===== src/pkg/bmtsf_pkg.sv =====
// Constants, types and state layout of the bus monitor track spread formatter.
// Assumes one clock domain and a synchronous active-high reset.
// Overview of operation
// - Tracks staggered by 24/count bit periods
// - At most four tracks per bus
// - Each track frame opens with sync
// - Same fixed frame length on all tracks
// - Words leave most significant bit first
// - Optional CRC word ends every track frame
// - Track one carries high time word
// - Track two carries low time word
// - Track three carries microsecond time word
// - Track four starts with first data word
// - Words dealt round-robin across tracks
// - Without frame time, data follows sync
// - Randomized NRZ-L or bi-phase-level line code
// - Formatted words are 24 bits wide
// - Strip bus sync and parity bits
// - Bus bit four lands in bit nine
// - Faulty words labelled error A or B
// - Command, status, data labels per channel
// - Time, check, fill, overflow label codes
// - Bus label is bus number minus one
// - Passive monitor, A primary, B secondary
// - Word faults are errors, protocol faults not
// - Sync pattern is faf320
// - Frame between 128 and 512 words
// - Fill words carry aaaa information
// - Bit one is odd parity or label
// - Buffer captured words to avoid loss
package bmtsf_pkg;
  localparam logic [23:0] SYNC_WORD = 24'hfaf320;
  localparam logic [8:0] LAST_SLOT = 9'h0ff;
  localparam logic [8:0] TIME_SLOTS = 9'h003;
  localparam logic [1:0] TIME_WORDS = 2'h3;
  localparam logic [15:0] FILL_INFO = 16'haaaa;
  localparam logic [15:0] CRC_POLY = 16'h8005;
  localparam logic [15:0] CRC_INIT = 16'h0000;
  localparam logic [4:0] LAST_BIT = 5'h17;
  localparam logic [3:0][4:0] TRACK_OFS = {5'h06, 5'h08, 5'h0c, 5'h18};
  localparam logic [3:0] LAB_CMD_A = 4'hf;
  localparam logic [3:0] LAB_CMD_B = 4'hb;
  localparam logic [3:0] LAB_ERR_A = 4'hc;
  localparam logic [3:0] LAB_ERR_B = 4'h8;
  localparam logic [3:0] LAB_TIME_HI = 4'h7;
  localparam logic [3:0] LAB_CRC = 4'h2;
  localparam logic [3:0] LAB_FILL = 4'h1;
  localparam logic [3:0] LAB_OVF = 4'h0;
  localparam logic [1:0] KIND_ERR = 2'h3;
  localparam logic [4:0] FIFO_DEPTH = 5'h10;
  localparam logic [4:0] FIFO_ROOM2 = 5'h0e;
  localparam logic [5:0] ADDR_CTRL = 6'h00;
  localparam logic [5:0] ADDR_STAT = 6'h01;
  localparam logic [10:0] CTRL_RST = 11'h000;
  localparam int CTRL_FTE = 2;
  localparam int CTRL_CRCE = 3;
  localparam int CTRL_PAR = 4;
  localparam int CTRL_BIP = 5;
  localparam int CTRL_RUN = 6;
  localparam logic [1:0] RESP_OK = 2'h0;
  localparam logic [1:0] RESP_SLVERR = 2'h2;

  typedef enum logic [1:0] {ST_IDLE = 2'b01, ST_RUN = 2'b10} bmtsf_st_e_t;

  // kind: 0 command, 1 status, 2 data
  typedef struct packed {
    logic [19:0] raw;
    logic [1:0] kind;
    logic chan_b;
    logic fault;
  } bmtsf_cap_t;

  typedef struct packed {
    logic [15:0] hi;
    logic [15:0] lo;
    logic [15:0] us;
  } bmtsf_time_t;

  typedef struct packed {
    logic [1:0] tk;
    logic fte;
    logic crce;
    logic par;
    logic bip;
    logic [3:0] bus;
  } bmtsf_cfg_t;

  typedef struct packed {
    logic aw_got;
    logic w_got;
    logic [7:0] awaddr;
    logic [31:0] wdata;
    logic [3:0] wstrb;
    logic bvalid;
    logic [1:0] bresp;
    logic rvalid;
    logic [31:0] rdata;
    logic [1:0] rresp;
  } bmtsf_axi_t;

  typedef struct packed {
    bmtsf_st_e_t st;
    logic [10:0] ctrl;
    bmtsf_cfg_t cfg;
    logic half;
    logic [4:0] bitc;
    logic [3:0][23:0] sh;
    logic [3:0][8:0] slot;
    logic [3:0][15:0] crc;
    logic [3:0][14:0] scr;
    logic [3:0] cb;
    logic [3:0] dout;
    logic bclk;
    logic [1:0] tcnt;
    logic [2:0][15:0] tsnap;
    logic [15:0][23:0] mem;
    logic [4:0] wp;
    logic [4:0] rp;
    logic ovf_pend;
    logic [15:0] frames;
    logic [7:0] ovfs;
    bmtsf_axi_t ax;
  } bmtsf_state_t;
endpackage


===== src/hw/bmtsf_formatter.sv =====
// Bus monitor word formatter spreading one bus over up to four PCM tracks.
// Assumes capture words arrive decoded, one per cycle at most, and that the
// AXI4-Lite master and the tape inputs share ref_clk.
`timescale 1ns/1ns
module bmtsf_formatter (
  input wire logic ref_clk, // Bit engine and bus clock
  input wire logic rst, // Synchronous reset, active high
  input wire logic clk_en, // Freezes all state except reset while low
  input wire logic cap_valid, // One captured bus word this cycle
  input wire bmtsf_pkg::bmtsf_cap_t cap, // Captured word and its flags
  input wire bmtsf_pkg::bmtsf_time_t frame_time, // Current time words
  input wire logic s_axi_awvalid, // AXI4-Lite write address
  output logic s_axi_awready, // AXI4-Lite write address
  input wire logic [7:0] s_axi_awaddr, // AXI4-Lite write address
  input wire logic s_axi_wvalid, // AXI4-Lite write data
  output logic s_axi_wready, // AXI4-Lite write data
  input wire logic [31:0] s_axi_wdata, // AXI4-Lite write data
  input wire logic [3:0] s_axi_wstrb, // AXI4-Lite byte strobes
  output logic s_axi_bvalid, // AXI4-Lite write response
  input wire logic s_axi_bready, // AXI4-Lite write response
  output logic [1:0] s_axi_bresp, // AXI4-Lite write response
  input wire logic s_axi_arvalid, // AXI4-Lite read address
  output logic s_axi_arready, // AXI4-Lite read address
  input wire logic [7:0] s_axi_araddr, // AXI4-Lite read address
  output logic s_axi_rvalid, // AXI4-Lite read data
  input wire logic s_axi_rready, // AXI4-Lite read data
  output logic [31:0] s_axi_rdata, // AXI4-Lite read data
  output logic [1:0] s_axi_rresp, // AXI4-Lite read response
  output logic [3:0] track_data, // Line coded track streams
  output logic [3:0] track_active, // Tracks in use
  output logic bit_clk // Bit clock, high in first half bit
);
  localparam bmtsf_pkg::bmtsf_state_t S_RST = '{
    st: bmtsf_pkg::ST_IDLE,
    bitc: bmtsf_pkg::LAST_BIT,
    ctrl: bmtsf_pkg::CTRL_RST,
    default: '0
  };

  bmtsf_pkg::bmtsf_state_t s_q;
  bmtsf_pkg::bmtsf_state_t s_d;
  logic [3:0] ld;
  logic [3:0] fill;
  logic [3:0][23:0] wv;
  logic [3:0] cap_lab;
  logic [23:0] cap_fmt;
  logic [4:0] fcnt;
  logic [4:0] bn;
  logic b;
  logic y;
  logic aw_hs;
  logic w_hs;
  logic aw_got;
  logic w_got;
  logic [7:0] wa;
  logic [31:0] wd;
  logic [3:0] ws;

  // Builds a word: bit one, bus label, content label, information
  function automatic logic [23:0] fmt_word(input bmtsf_pkg::bmtsf_cfg_t c,
                                           input logic [3:0] lab,
                                           input logic [15:0] info);
    logic [22:0] r;
    r = {c.bus[2:0], lab, info};
    return {c.par ? ~^r : c.bus[3], r};
  endfunction

  // Frame check over information fields only, msb first
  function automatic logic [15:0] crc_word(input logic [15:0] c,
                                           input logic [15:0] d);
    logic [15:0] r;
    logic fb;
    r = c;
    for (int i = 15; i >= 0; i--) begin
      fb = r[15] ^ d[i];
      r = {r[14:0], 1'b0};
      if (fb) begin
        r = r ^ bmtsf_pkg::CRC_POLY;
      end
    end
    return r;
  endfunction

  assign s_axi_awready = !s_q.ax.aw_got && !s_q.ax.bvalid;
  assign s_axi_wready = !s_q.ax.w_got && !s_q.ax.bvalid;
  assign s_axi_arready = !s_q.ax.rvalid;
  assign s_axi_bvalid = s_q.ax.bvalid;
  assign s_axi_bresp = s_q.ax.bresp;
  assign s_axi_rvalid = s_q.ax.rvalid;
  assign s_axi_rdata = s_q.ax.rdata;
  assign s_axi_rresp = s_q.ax.rresp;
  assign track_data = s_q.dout;
  assign bit_clk = s_q.bclk;
  assign track_active = (s_q.st == bmtsf_pkg::ST_RUN) ?
                        (4'hf >> (2'h3 - s_q.cfg.tk)) : 4'h0;

  always_comb begin
    s_d = s_q;
    ld = 4'h0;
    fill = 4'h0;
    wv = '0;
    bn = s_q.bitc;
    b = 1'b0;
    y = 1'b0;
    fcnt = s_q.wp - s_q.rp;
    // Only decoded words are seen; nothing is ever driven onto the bus
    cap_lab = (cap.chan_b ? bmtsf_pkg::LAB_CMD_B : bmtsf_pkg::LAB_CMD_A) -
              {2'h0, cap.fault ? bmtsf_pkg::KIND_ERR : cap.kind};
    cap_fmt = fmt_word(s_q.cfg, cap_lab, cap.raw[16:1]);

    // Capture into the word buffer; an overflow leaves a marker word
    if (cap_valid && s_q.st == bmtsf_pkg::ST_RUN) begin
      if (s_q.ovf_pend) begin
        if (fcnt <= bmtsf_pkg::FIFO_ROOM2) begin
          s_d.mem[s_q.wp[3:0]] = fmt_word(s_q.cfg, bmtsf_pkg::LAB_OVF, 16'h0000);
          s_d.mem[s_q.wp[3:0] + 4'h1] = cap_fmt;
          s_d.wp = s_q.wp + 5'h02;
          s_d.ovf_pend = 1'b0;
        end else begin
          s_d.ovfs = s_q.ovfs + 8'h01;
        end
      end else if (fcnt == bmtsf_pkg::FIFO_DEPTH) begin
        s_d.ovf_pend = 1'b1;
        s_d.ovfs = s_q.ovfs + 8'h01;
      end else begin
        s_d.mem[s_q.wp[3:0]] = cap_fmt;
        s_d.wp = s_q.wp + 5'h01;
      end
    end

    case (s_q.st)
      bmtsf_pkg::ST_IDLE: begin
        // Every stream restarts at a frame start with the latched setup
        s_d = S_RST;
        s_d.ctrl = s_q.ctrl;
        s_d.frames = s_q.frames;
        s_d.ovfs = s_q.ovfs;
        s_d.ax = s_q.ax;
        s_d.cfg = '{tk: s_q.ctrl[1:0], fte: s_q.ctrl[bmtsf_pkg::CTRL_FTE],
                    crce: s_q.ctrl[bmtsf_pkg::CTRL_CRCE],
                    par: s_q.ctrl[bmtsf_pkg::CTRL_PAR],
                    bip: s_q.ctrl[bmtsf_pkg::CTRL_BIP],
                    bus: s_q.ctrl[10:7]};
        if (s_q.ctrl[bmtsf_pkg::CTRL_RUN]) begin
          s_d.st = bmtsf_pkg::ST_RUN;
        end
      end
      bmtsf_pkg::ST_RUN: begin
        if (!s_q.ctrl[bmtsf_pkg::CTRL_RUN]) begin
          s_d.st = bmtsf_pkg::ST_IDLE;
        end
        s_d.half = ~s_q.half;
        if (s_q.half) begin
          bn = (s_q.bitc == bmtsf_pkg::LAST_BIT) ? 5'h00 : s_q.bitc + 5'h01;
          s_d.bitc = bn;
          for (int t = 0; t < 4; t++) begin
            // Track t takes its word t offsets after track zero
            ld[t] = (2'(t) <= s_q.cfg.tk) &&
                    (bn == 5'(5'(t) * bmtsf_pkg::TRACK_OFS[s_q.cfg.tk]));
            if (ld[t]) begin
              if (s_q.slot[t] == 9'h000) begin
                wv[t] = bmtsf_pkg::SYNC_WORD;
                if (t == 0) begin
                  s_d.tcnt = 2'h0;
                  s_d.tsnap = {frame_time.hi, frame_time.lo, frame_time.us};
                  s_d.frames = s_q.frames + 16'h0001;
                end
              end else if (s_q.cfg.crce && s_q.slot[t] == bmtsf_pkg::LAST_SLOT) begin
                wv[t] = fmt_word(s_q.cfg, bmtsf_pkg::LAB_CRC, s_q.crc[t]);
                s_d.crc[t] = bmtsf_pkg::CRC_INIT;
              end else begin
                // One shared sequence dealt in load order deals the words
                // round-robin; time words lead it when enabled
                if (s_q.cfg.fte && s_q.tcnt != bmtsf_pkg::TIME_WORDS &&
                    s_q.slot[t] <= bmtsf_pkg::TIME_SLOTS) begin
                  wv[t] = fmt_word(s_q.cfg, bmtsf_pkg::LAB_TIME_HI - {2'h0, s_q.tcnt},
                                   s_q.tsnap[2'h2 - s_q.tcnt]);
                  s_d.tcnt = s_q.tcnt + 2'h1;
                end else if (fcnt != 5'h00) begin
                  wv[t] = s_q.mem[s_q.rp[3:0]];
                  s_d.rp = s_q.rp + 5'h01;
                end else begin
                  wv[t] = fmt_word(s_q.cfg, bmtsf_pkg::LAB_FILL, bmtsf_pkg::FILL_INFO);
                  fill[t] = 1'b1;
                end
                s_d.crc[t] = crc_word(s_q.crc[t], wv[t][15:0]);
              end
              s_d.slot[t] = (s_q.slot[t] == bmtsf_pkg::LAST_SLOT) ? 9'h000 :
                            s_q.slot[t] + 9'h001;
              s_d.sh[t] = wv[t];
            end else begin
              s_d.sh[t] = {s_q.sh[t][22:0], 1'b0};
            end
            // Self-synchronising randomizer, one per track
            b = s_d.sh[t][23];
            y = b ^ s_q.scr[t][13] ^ s_q.scr[t][14];
            s_d.scr[t] = {s_q.scr[t][13:0], y};
            s_d.cb[t] = s_q.cfg.bip ? b : y;
          end
        end
        for (int t = 0; t < 4; t++) begin
          // Bi-phase-level inverts the second half of each bit
          s_d.dout[t] = (2'(t) <= s_q.cfg.tk) &&
                        (s_q.cfg.bip ? s_d.cb[t] ^ s_d.half : s_d.cb[t]);
        end
        s_d.bclk = ~s_d.half;
      end
      default: begin
        s_d.st = bmtsf_pkg::ST_IDLE;
      end
    endcase

    // Register slave; setup changes only take effect on the next run
    aw_hs = s_axi_awvalid && s_axi_awready;
    w_hs = s_axi_wvalid && s_axi_wready;
    aw_got = s_q.ax.aw_got || aw_hs;
    w_got = s_q.ax.w_got || w_hs;
    wa = aw_hs ? s_axi_awaddr : s_q.ax.awaddr;
    wd = w_hs ? s_axi_wdata : s_q.ax.wdata;
    ws = w_hs ? s_axi_wstrb : s_q.ax.wstrb;
    s_d.ax.awaddr = wa;
    s_d.ax.wdata = wd;
    s_d.ax.wstrb = ws;
    if (s_q.ax.bvalid && s_axi_bready) begin
      s_d.ax.bvalid = 1'b0;
    end
    if (aw_got && w_got) begin
      s_d.ax.aw_got = 1'b0;
      s_d.ax.w_got = 1'b0;
      s_d.ax.bvalid = 1'b1;
      s_d.ax.bresp = bmtsf_pkg::RESP_OK;
      if (wa[7:2] == bmtsf_pkg::ADDR_CTRL) begin
        if (ws[0]) begin
          s_d.ctrl[7:0] = wd[7:0];
        end
        if (ws[1]) begin
          s_d.ctrl[10:8] = wd[10:8];
        end
      end else if (wa[7:2] != bmtsf_pkg::ADDR_STAT) begin
        s_d.ax.bresp = bmtsf_pkg::RESP_SLVERR;
      end
    end else begin
      s_d.ax.aw_got = aw_got;
      s_d.ax.w_got = w_got;
    end
    if (s_axi_arvalid && s_axi_arready) begin
      s_d.ax.rvalid = 1'b1;
      s_d.ax.rresp = bmtsf_pkg::RESP_OK;
      case (s_axi_araddr[7:2])
        bmtsf_pkg::ADDR_CTRL: begin
          s_d.ax.rdata = {21'h000000, s_q.ctrl};
        end
        bmtsf_pkg::ADDR_STAT: begin
          s_d.ax.rdata = {3'h0, fcnt, s_q.ovfs, s_q.frames};
        end
        default: begin
          s_d.ax.rdata = 32'h00000000;
          s_d.ax.rresp = bmtsf_pkg::RESP_SLVERR;
        end
      endcase
    end else if (s_q.ax.rvalid && s_axi_rready) begin
      s_d.ax.rvalid = 1'b0;
    end
  end

  always_ff @(posedge ref_clk) begin
    if (rst) begin
      s_q <= S_RST;
    end else if (clk_en) begin
      s_q <= s_d;
    end
  end
endmodule // bmtsf_formatter


===== config.mk =====
export PLATFORM = sky130hd
export DESIGN_NAME = bmtsf_formatter
export DESIGN_NICKNAME = d
export VERILOG_FILES = /design/src/pkg/bmtsf_pkg.sv /design/src/hw/bmtsf_formatter.sv
export SDC_FILE = /design/constraint.sdc
export NUM_CORES = 2
export LEC_CHECK = 0
export CORE_ASPECT_RATIO = 0.9
export CORE_UTILIZATION = 60
export DETAILED_ROUTE_END_ITERATION = 8
export DONT_BUFFER_PORTS = 1
export PLACE_DENSITY = 0.76
export SLEW_MARGIN = 20
export SYNTH_ARGS = -nofsm -noshare
export SYNTH_HDL_FRONTEND = slang
export SYNTH_SLANG_ARGS = --single-unit

===== constraint.sdc =====
create_clock -name ref_clk -period 5.3 [get_ports ref_clk]
set_input_delay 1.06 -clock ref_clk [delete_from_list [all_inputs] [get_ports ref_clk]]
set_output_delay 1.06 -clock ref_clk [all_outputs]
set_load 0.03 [all_outputs]

## After elaboration in Yosys (flattened, before gate mapping)

Index checks and enable logic that the tools add are counted.
Widths: inputs -> output; s select.

- Bits in registers: 820
- Bits of input ports: 133
- Logic and storage cells: 886

- $add $sub $neg: 17
- Multiply operators: 1
- $lt $le $gt $ge: 16
- Equal/unequal tests: 28
- Shift-type cells: 1
- Mux-type cells: 538
- Bitwise gates (word level): 142
- Reduce and logical (&&, ||, !) cells: 78

Operator list:

| cell | count |
|---|---|
| $mux 16 | 377 |
| $mux 389 | 5 |
| $bwmux 384 | 3 |
| $mux 24 | 48 |
| $pmux 321 s2 | 1 |
| $mux 265 | 2 |
| $demux 24 s4 | 2 |
| $not 3->3 | 64 |
| $reduce_xnor 23->1 | 8 |
| $mux 5 | 23 |
| $mux 50 | 2 |
| $bmux 24 s4 | 1 |
| $xor 1x1->1 | 76 |
| $mux 9 | 8 |
| $pmux 29 s2 | 1 |
| $mux 48 | 1 |
| $mux 2 | 23 |
| $mux 8 | 5 |
| $add 9x1->9 const B | 4 |
| $eq 9x8->1 const B | 4 |
| $le 9x2->1 const B | 4 |
| $logic_not 9->1 | 4 |
| $reduce_and 5->1 | 7 |
| $mux 34 | 1 |
| other kinds (48) | 147 |

## Longest topological paths before layout

- Depth in word-level cells: 127
- Depth in mapped cells: 20
- Gate-level depth less buffers: 14

## Worst setup path after synthesis

No wires, ideal clock.

- Kind: reg-to-reg
- Start point: register s_q[112] (netlist name)
- End point: register s_q[669] (netlist name)
- Library setup time: 62 ps
- Arrival time: 4381 ps
- Required time: 5238 ps
- Path slack: 857 ps
- Cell stages (with the launch flop): 18
- Path through: dfxtp_1 > clkbuf_1 > clkinv_1 > buf_1 > ha_1 > nand3b_1 > nor4b_2 > or2_1 > buf_2 > buf_2 > nand2_1 > a31oi_1 > xnor2_1 > xor2_1 > xnor3_2 > xnor3_1 > or4_1 > nand3_1

- Longest elaborated chain between the ends: 122

Ends and longest elaborated chain:

| element | line | text |
|---|---|---|
| from (decl) | bmtsf_formatter.sv:40 | `bmtsf_pkg::bmtsf_state_t s_q;` |
| from (signal assigned) | bmtsf_formatter.sv:268 | `s_q <= S_RST;` |
| from (signal assigned) | bmtsf_formatter.sv:270 | `s_q <= s_d;` |
| $sub 5x5->5 or $bmux 24 s4 (tied branches) | bmtsf_formatter.sv:105, bmtsf_formatter.sv:180 |  |
| $reduce_bool 5->1 or $mux 24 (tied branches) | bmtsf_formatter.sv:179, bmtsf_formatter.sv:180 |  |
| $mux 24 * | bmtsf_formatter.sv:179 | `end else if (fcnt != 5'h00) begin` |
| $mux 24 * | bmtsf_formatter.sv:174 | `if (s_q.cfg.fte && s_q.tcnt != bmtsf_pkg::TIME_WORDS &&` |
| $mux 24 * | bmtsf_formatter.sv:168 | `end else if (s_q.cfg.crce && s_q.slot[t] == bmtsf_pkg::LAST_SLOT) begin` |
| $mux 24 * | bmtsf_formatter.sv:161 | `if (s_q.slot[t] == 9'h000) begin` |
| $mux 24 * | bmtsf_formatter.sv:160 | `if (ld[t]) begin` |
| $mux 24 * | bmtsf_formatter.sv:153 | `if (s_q.half) begin` |
| [106 not listed] | - |  |
| $xor 1x1->1 | bmtsf_formatter.sv:75 | `fb = r[15] ^ d[i];` |
| $mux 16 * | bmtsf_formatter.sv:77 | `if (fb) begin` |
| $mux 16 * | bmtsf_formatter.sv:168 |  |
| $mux 16 * | bmtsf_formatter.sv:161 |  |
| $mux 16 * | bmtsf_formatter.sv:160 |  |
| $mux 265 * | bmtsf_formatter.sv:153 |  |
| $mux 265 * | bmtsf_formatter.sv:131 | `case (s_q.st)` |
| $pmux 321 s2 * | bmtsf_formatter.sv:131 |  |

Mark *: on every way between the ends. The rest lies on a longest branch, timed or not. The select of a mux whose other input is x is not followed.
A chain may end at the register's enable or synchronous reset.

## Worst setup path in the final report

- Start point: register s_q[109] (netlist name)
- End point: register s_q[669] (netlist name)

Same word-level chain as after synthesis.

==> metrics.md <==
| Metric | Value |
|---|---|
| DP HPWL | `77000 µm` |
| Worst-path clk slew | `0.07 ns` |
| Non-Filler Instances | `5193` |
| CP Launch Type | `flip-flop` |
| Die X-Extent | `272 µm` |
| CTS tree | `done` |
| Seq/Total Area, Yosys | `41.3%` |
| Nets@finish | `4434` |
| Main synth FF type | `dfxtp_1` |
| Port Buf Inserts | `0` |
| Failing checks | `max-slew violations` |
| Skew final | `0.0346 ns` |
| Layout Utilization | `66.1%` |
| Post-CTS resize count | `0` |
| Path type of the worst min-delay path | `flip-flop to flip-flop` |
| Slew HR | `-57.9%` |
| LEAKAGE | `15.3 nW` |
| Clock Path Buffers | `3` |
| First-pass GRT wire length | `182000 µm` |
| Max Cap Violations | `0` |
| Setup crit start | `s_q[109]` |
| Setup CP Type | `flip-flop to flip-flop` |
| Placed Instances | `5046` |
| PD cells | `294 nW/µm²` |
| Worst Tran Pin Value | `2.37 ns` |
| Number of global-route vias before repair | `31.6k` |
| Worst R2R End | `s_q[669]` |
| Total track usage | `34.7%` |
| Initial Util | `61.0%` |
| Die footprint | `66700 µm²` |
| Final worst slack | `0.591 ns` |
| FP Rows | `88` |
| Max-slew violation count | `397` |
| Sink Count | `813` |
| Final min period | `4.71 ns` |
| DRC | `0` |
| Worst skew pair latency | `0.65 ns` |
| Critical path data required time | `5.88 ns` |
| Area leader, netlist | `dfxtp_1` |
| Worst Setup End Kind | `flip-flop` |
| Layout cell share with drive strength beyond 1 | `10.8%` |
| Synth Cell Area | `39400 µm²` |
| Crit path to | `s_q[669]` |
| Critical path arrival | `5.29 ns` |
| Antenna violations before repair | `2` |
| Largest vdd supply drop | `0.288 mV` |
| Cells after Synth | `4479` |
| Reg2reg path depth | `13` |
| Synth top cells by count | `dfxtp_1, nor2_1, a22oi_1` |
| GPL Wtd Cong | `1.01` |
| DR iter-0 viols | `4205` |
| Fraction of registers with async set or reset after synthesis | `0%` |
| Crit share post-route | `88.9%` |
| RSZ-0062 raised after global routing | `false` |
| Largest net degree at the start of global routing | `611` |
| Final setup fails | `0` |
| Htree depth | `3` |
| Yosys warnings | `0` |
| Root Buffer | `clkbuf_16` |
| R2r startpoint | `s_q[109]` |
| Pre-CTS WS | `0.683 ns` |
| FF+latch count, synth | `813` |
| Area grow syn2layout | `8.23%` |
| Reg2Reg Setup Slack | `0.59 ns` |
| Avg WL per Cell | `22.8 µm` |
| EDFF count, synth | `0` |
| DRT antenna net count | `0` |
| Vias post-DR | `33.8k` |
| Setup TNS Final | `0 ns` |
| First-pass iteration count of the detailed router | `6` |
| Cts hold-fix bufs | `0` |
| Synth unique cells | `93` |
| Peak Freq | `212 MHz` |
| Routed WL | `119000 µm` |
| CTS buffer count | `81` |
| Total power | `12.5 mW` |
| Avg Cell Area, Syn | `8.79 µm²` |
| Gr ovfl total | `0` |
| CORE AREA | `64500 µm²` |
| Status | `complete, but fails checks` |
| Die H | `245 µm` |
| Crit-path max FO | `21` |
| Most common cell in the synthesized netlist | `dfxtp_1` |
| Final hold violation count | `0` |
| Ranking of synthesized cells by area | `dfxtp_1, a22oi_1, nor2_1` |
| Post-CTS Setup Inserts | `0` |
| I/O pin total | `183` |
| Vias/cell | `6.50` |
| Top cell type's share of synthesized area | `41.3%` |
## stage by stage
stage | area, µm² | hold slack (ns)
2_1_floorplan | 39400 | 0.410
3_3_place_gp | 39800 | 0.421
3_5_place_dp | 39800 | 0.427
4_1_cts | 42600 | 0.437
5_1_grt | 42600 | 0.458
6_report | 42600 | 0.439
## flip-flops by register name, indices dropped and copies added (netlist names)
| name | flops |
|---|---|
| s_axi_rvalid | 1 |
| s_axi_rdata | 29 |
| s_q | 772 |
| cap_fmt | 3 |
| bit_clk | 1 |
| track_data | 4 |
| s_axi_rresp | 1 |
| s_axi_bresp | 1 |
| s_axi_bvalid | 1 |
## area by class of cell
type                       instances  area [µm²]
multi-input combinational       3206       21300
tap                              855        1070
sequential                       813       16300
clock buffer                     111        2290
antenna                            1        2.50
timing repair buffer             133        1070
fill                            5274       21900
clock inverter                    35         480
inverter                          39         146
## critical path: stages, from the launching register on
cell	delay [ns]
dfxtp_4	0.50
ha_1	0.30
fa_1	0.40
xnor2_1	0.42
a211oi_1	0.11
or2_1	0.37
a21oi_1	0.62
xnor2_1	0.22
o21ai_2	0.07
xnor2_1	0.20
xnor3_2	0.49
xnor3_1	0.37
or4_1	0.48
nand3_1	0.08
## layer usage
layer	GRT usage [%]	part of all wire [%]	up-vias
met2	54.0	44	1716
li1	-	-	15500
met4	17.7	5.2	2
met3	6.97	9.9	354
met1	45.9	40	16200
met5	0.512	0.041	-
## power breakdown
part           internal (mW)  leakage [nW]  total [mW]  switching [mW]
combinational          0.107          7.36       0.396           0.289
sequential              6.12          6.55        6.14          0.0175
clock                   3.45          1.36        5.98            2.53
total                   9.68          15.3        12.5            2.84
## kinds of logic (layout without fill, tap and decap cells)
kind of cell / count (synthesis) / after routing / share of synthesized area, %
AOI/OAI and AO/OA: 1234 / 1234 / 20.9
xor gates and xnor gates: 333 / 333 / 7.98
adders and majority gates: 27 / 27 / 0.877
buffers and inverters: 464 / 318 / 5.01
DFF: 813 / 813 / 41.3
muxes: 207 / 207 / 8.67
other: 1 / 6 / 0.00952
and+or+nand+nor: 1400 / 1400 / 15.3
## worst min path at each step
| stage | start | to | slack [ns] | cells past startpoint |
|---|---|---|---|---|
| finish | s_q[782] | s_q[782] | 0.44 | 2 |
| CTS | s_q[730] | s_q[730] | 0.44 | 2 |
| global route | s_q[727] | s_q[727] | 0.46 | 2 |
| floorplan | s_q[730] | s_q[730] | 0.41 | 2 |
| detailed placement | s_q[730] | s_q[730] | 0.43 | 2 |
| global placement | s_q[730] | s_q[730] | 0.42 | 2 |
## cells in the final DEF (no fill, tap or decap), types with 27 or more instances in the layout
master / count
o221ai_1: 28
a21oi_1: 320
xnor2_1: 220
mux2i_1: 76
inv_1: 36
dfxtp_1: 810
xor2_1: 96
a22oi_1: 434
nand3_1: 99
nand2_1: 406
o21ai_0: 181
clkbuf_16: 82
a22o_1: 61
a211oi_1: 43
mux4_2: 95
mux2_2: 28
nor2_1: 659
and3_1: 27
buf_4: 128
Power figures use the tool's default switching activity.
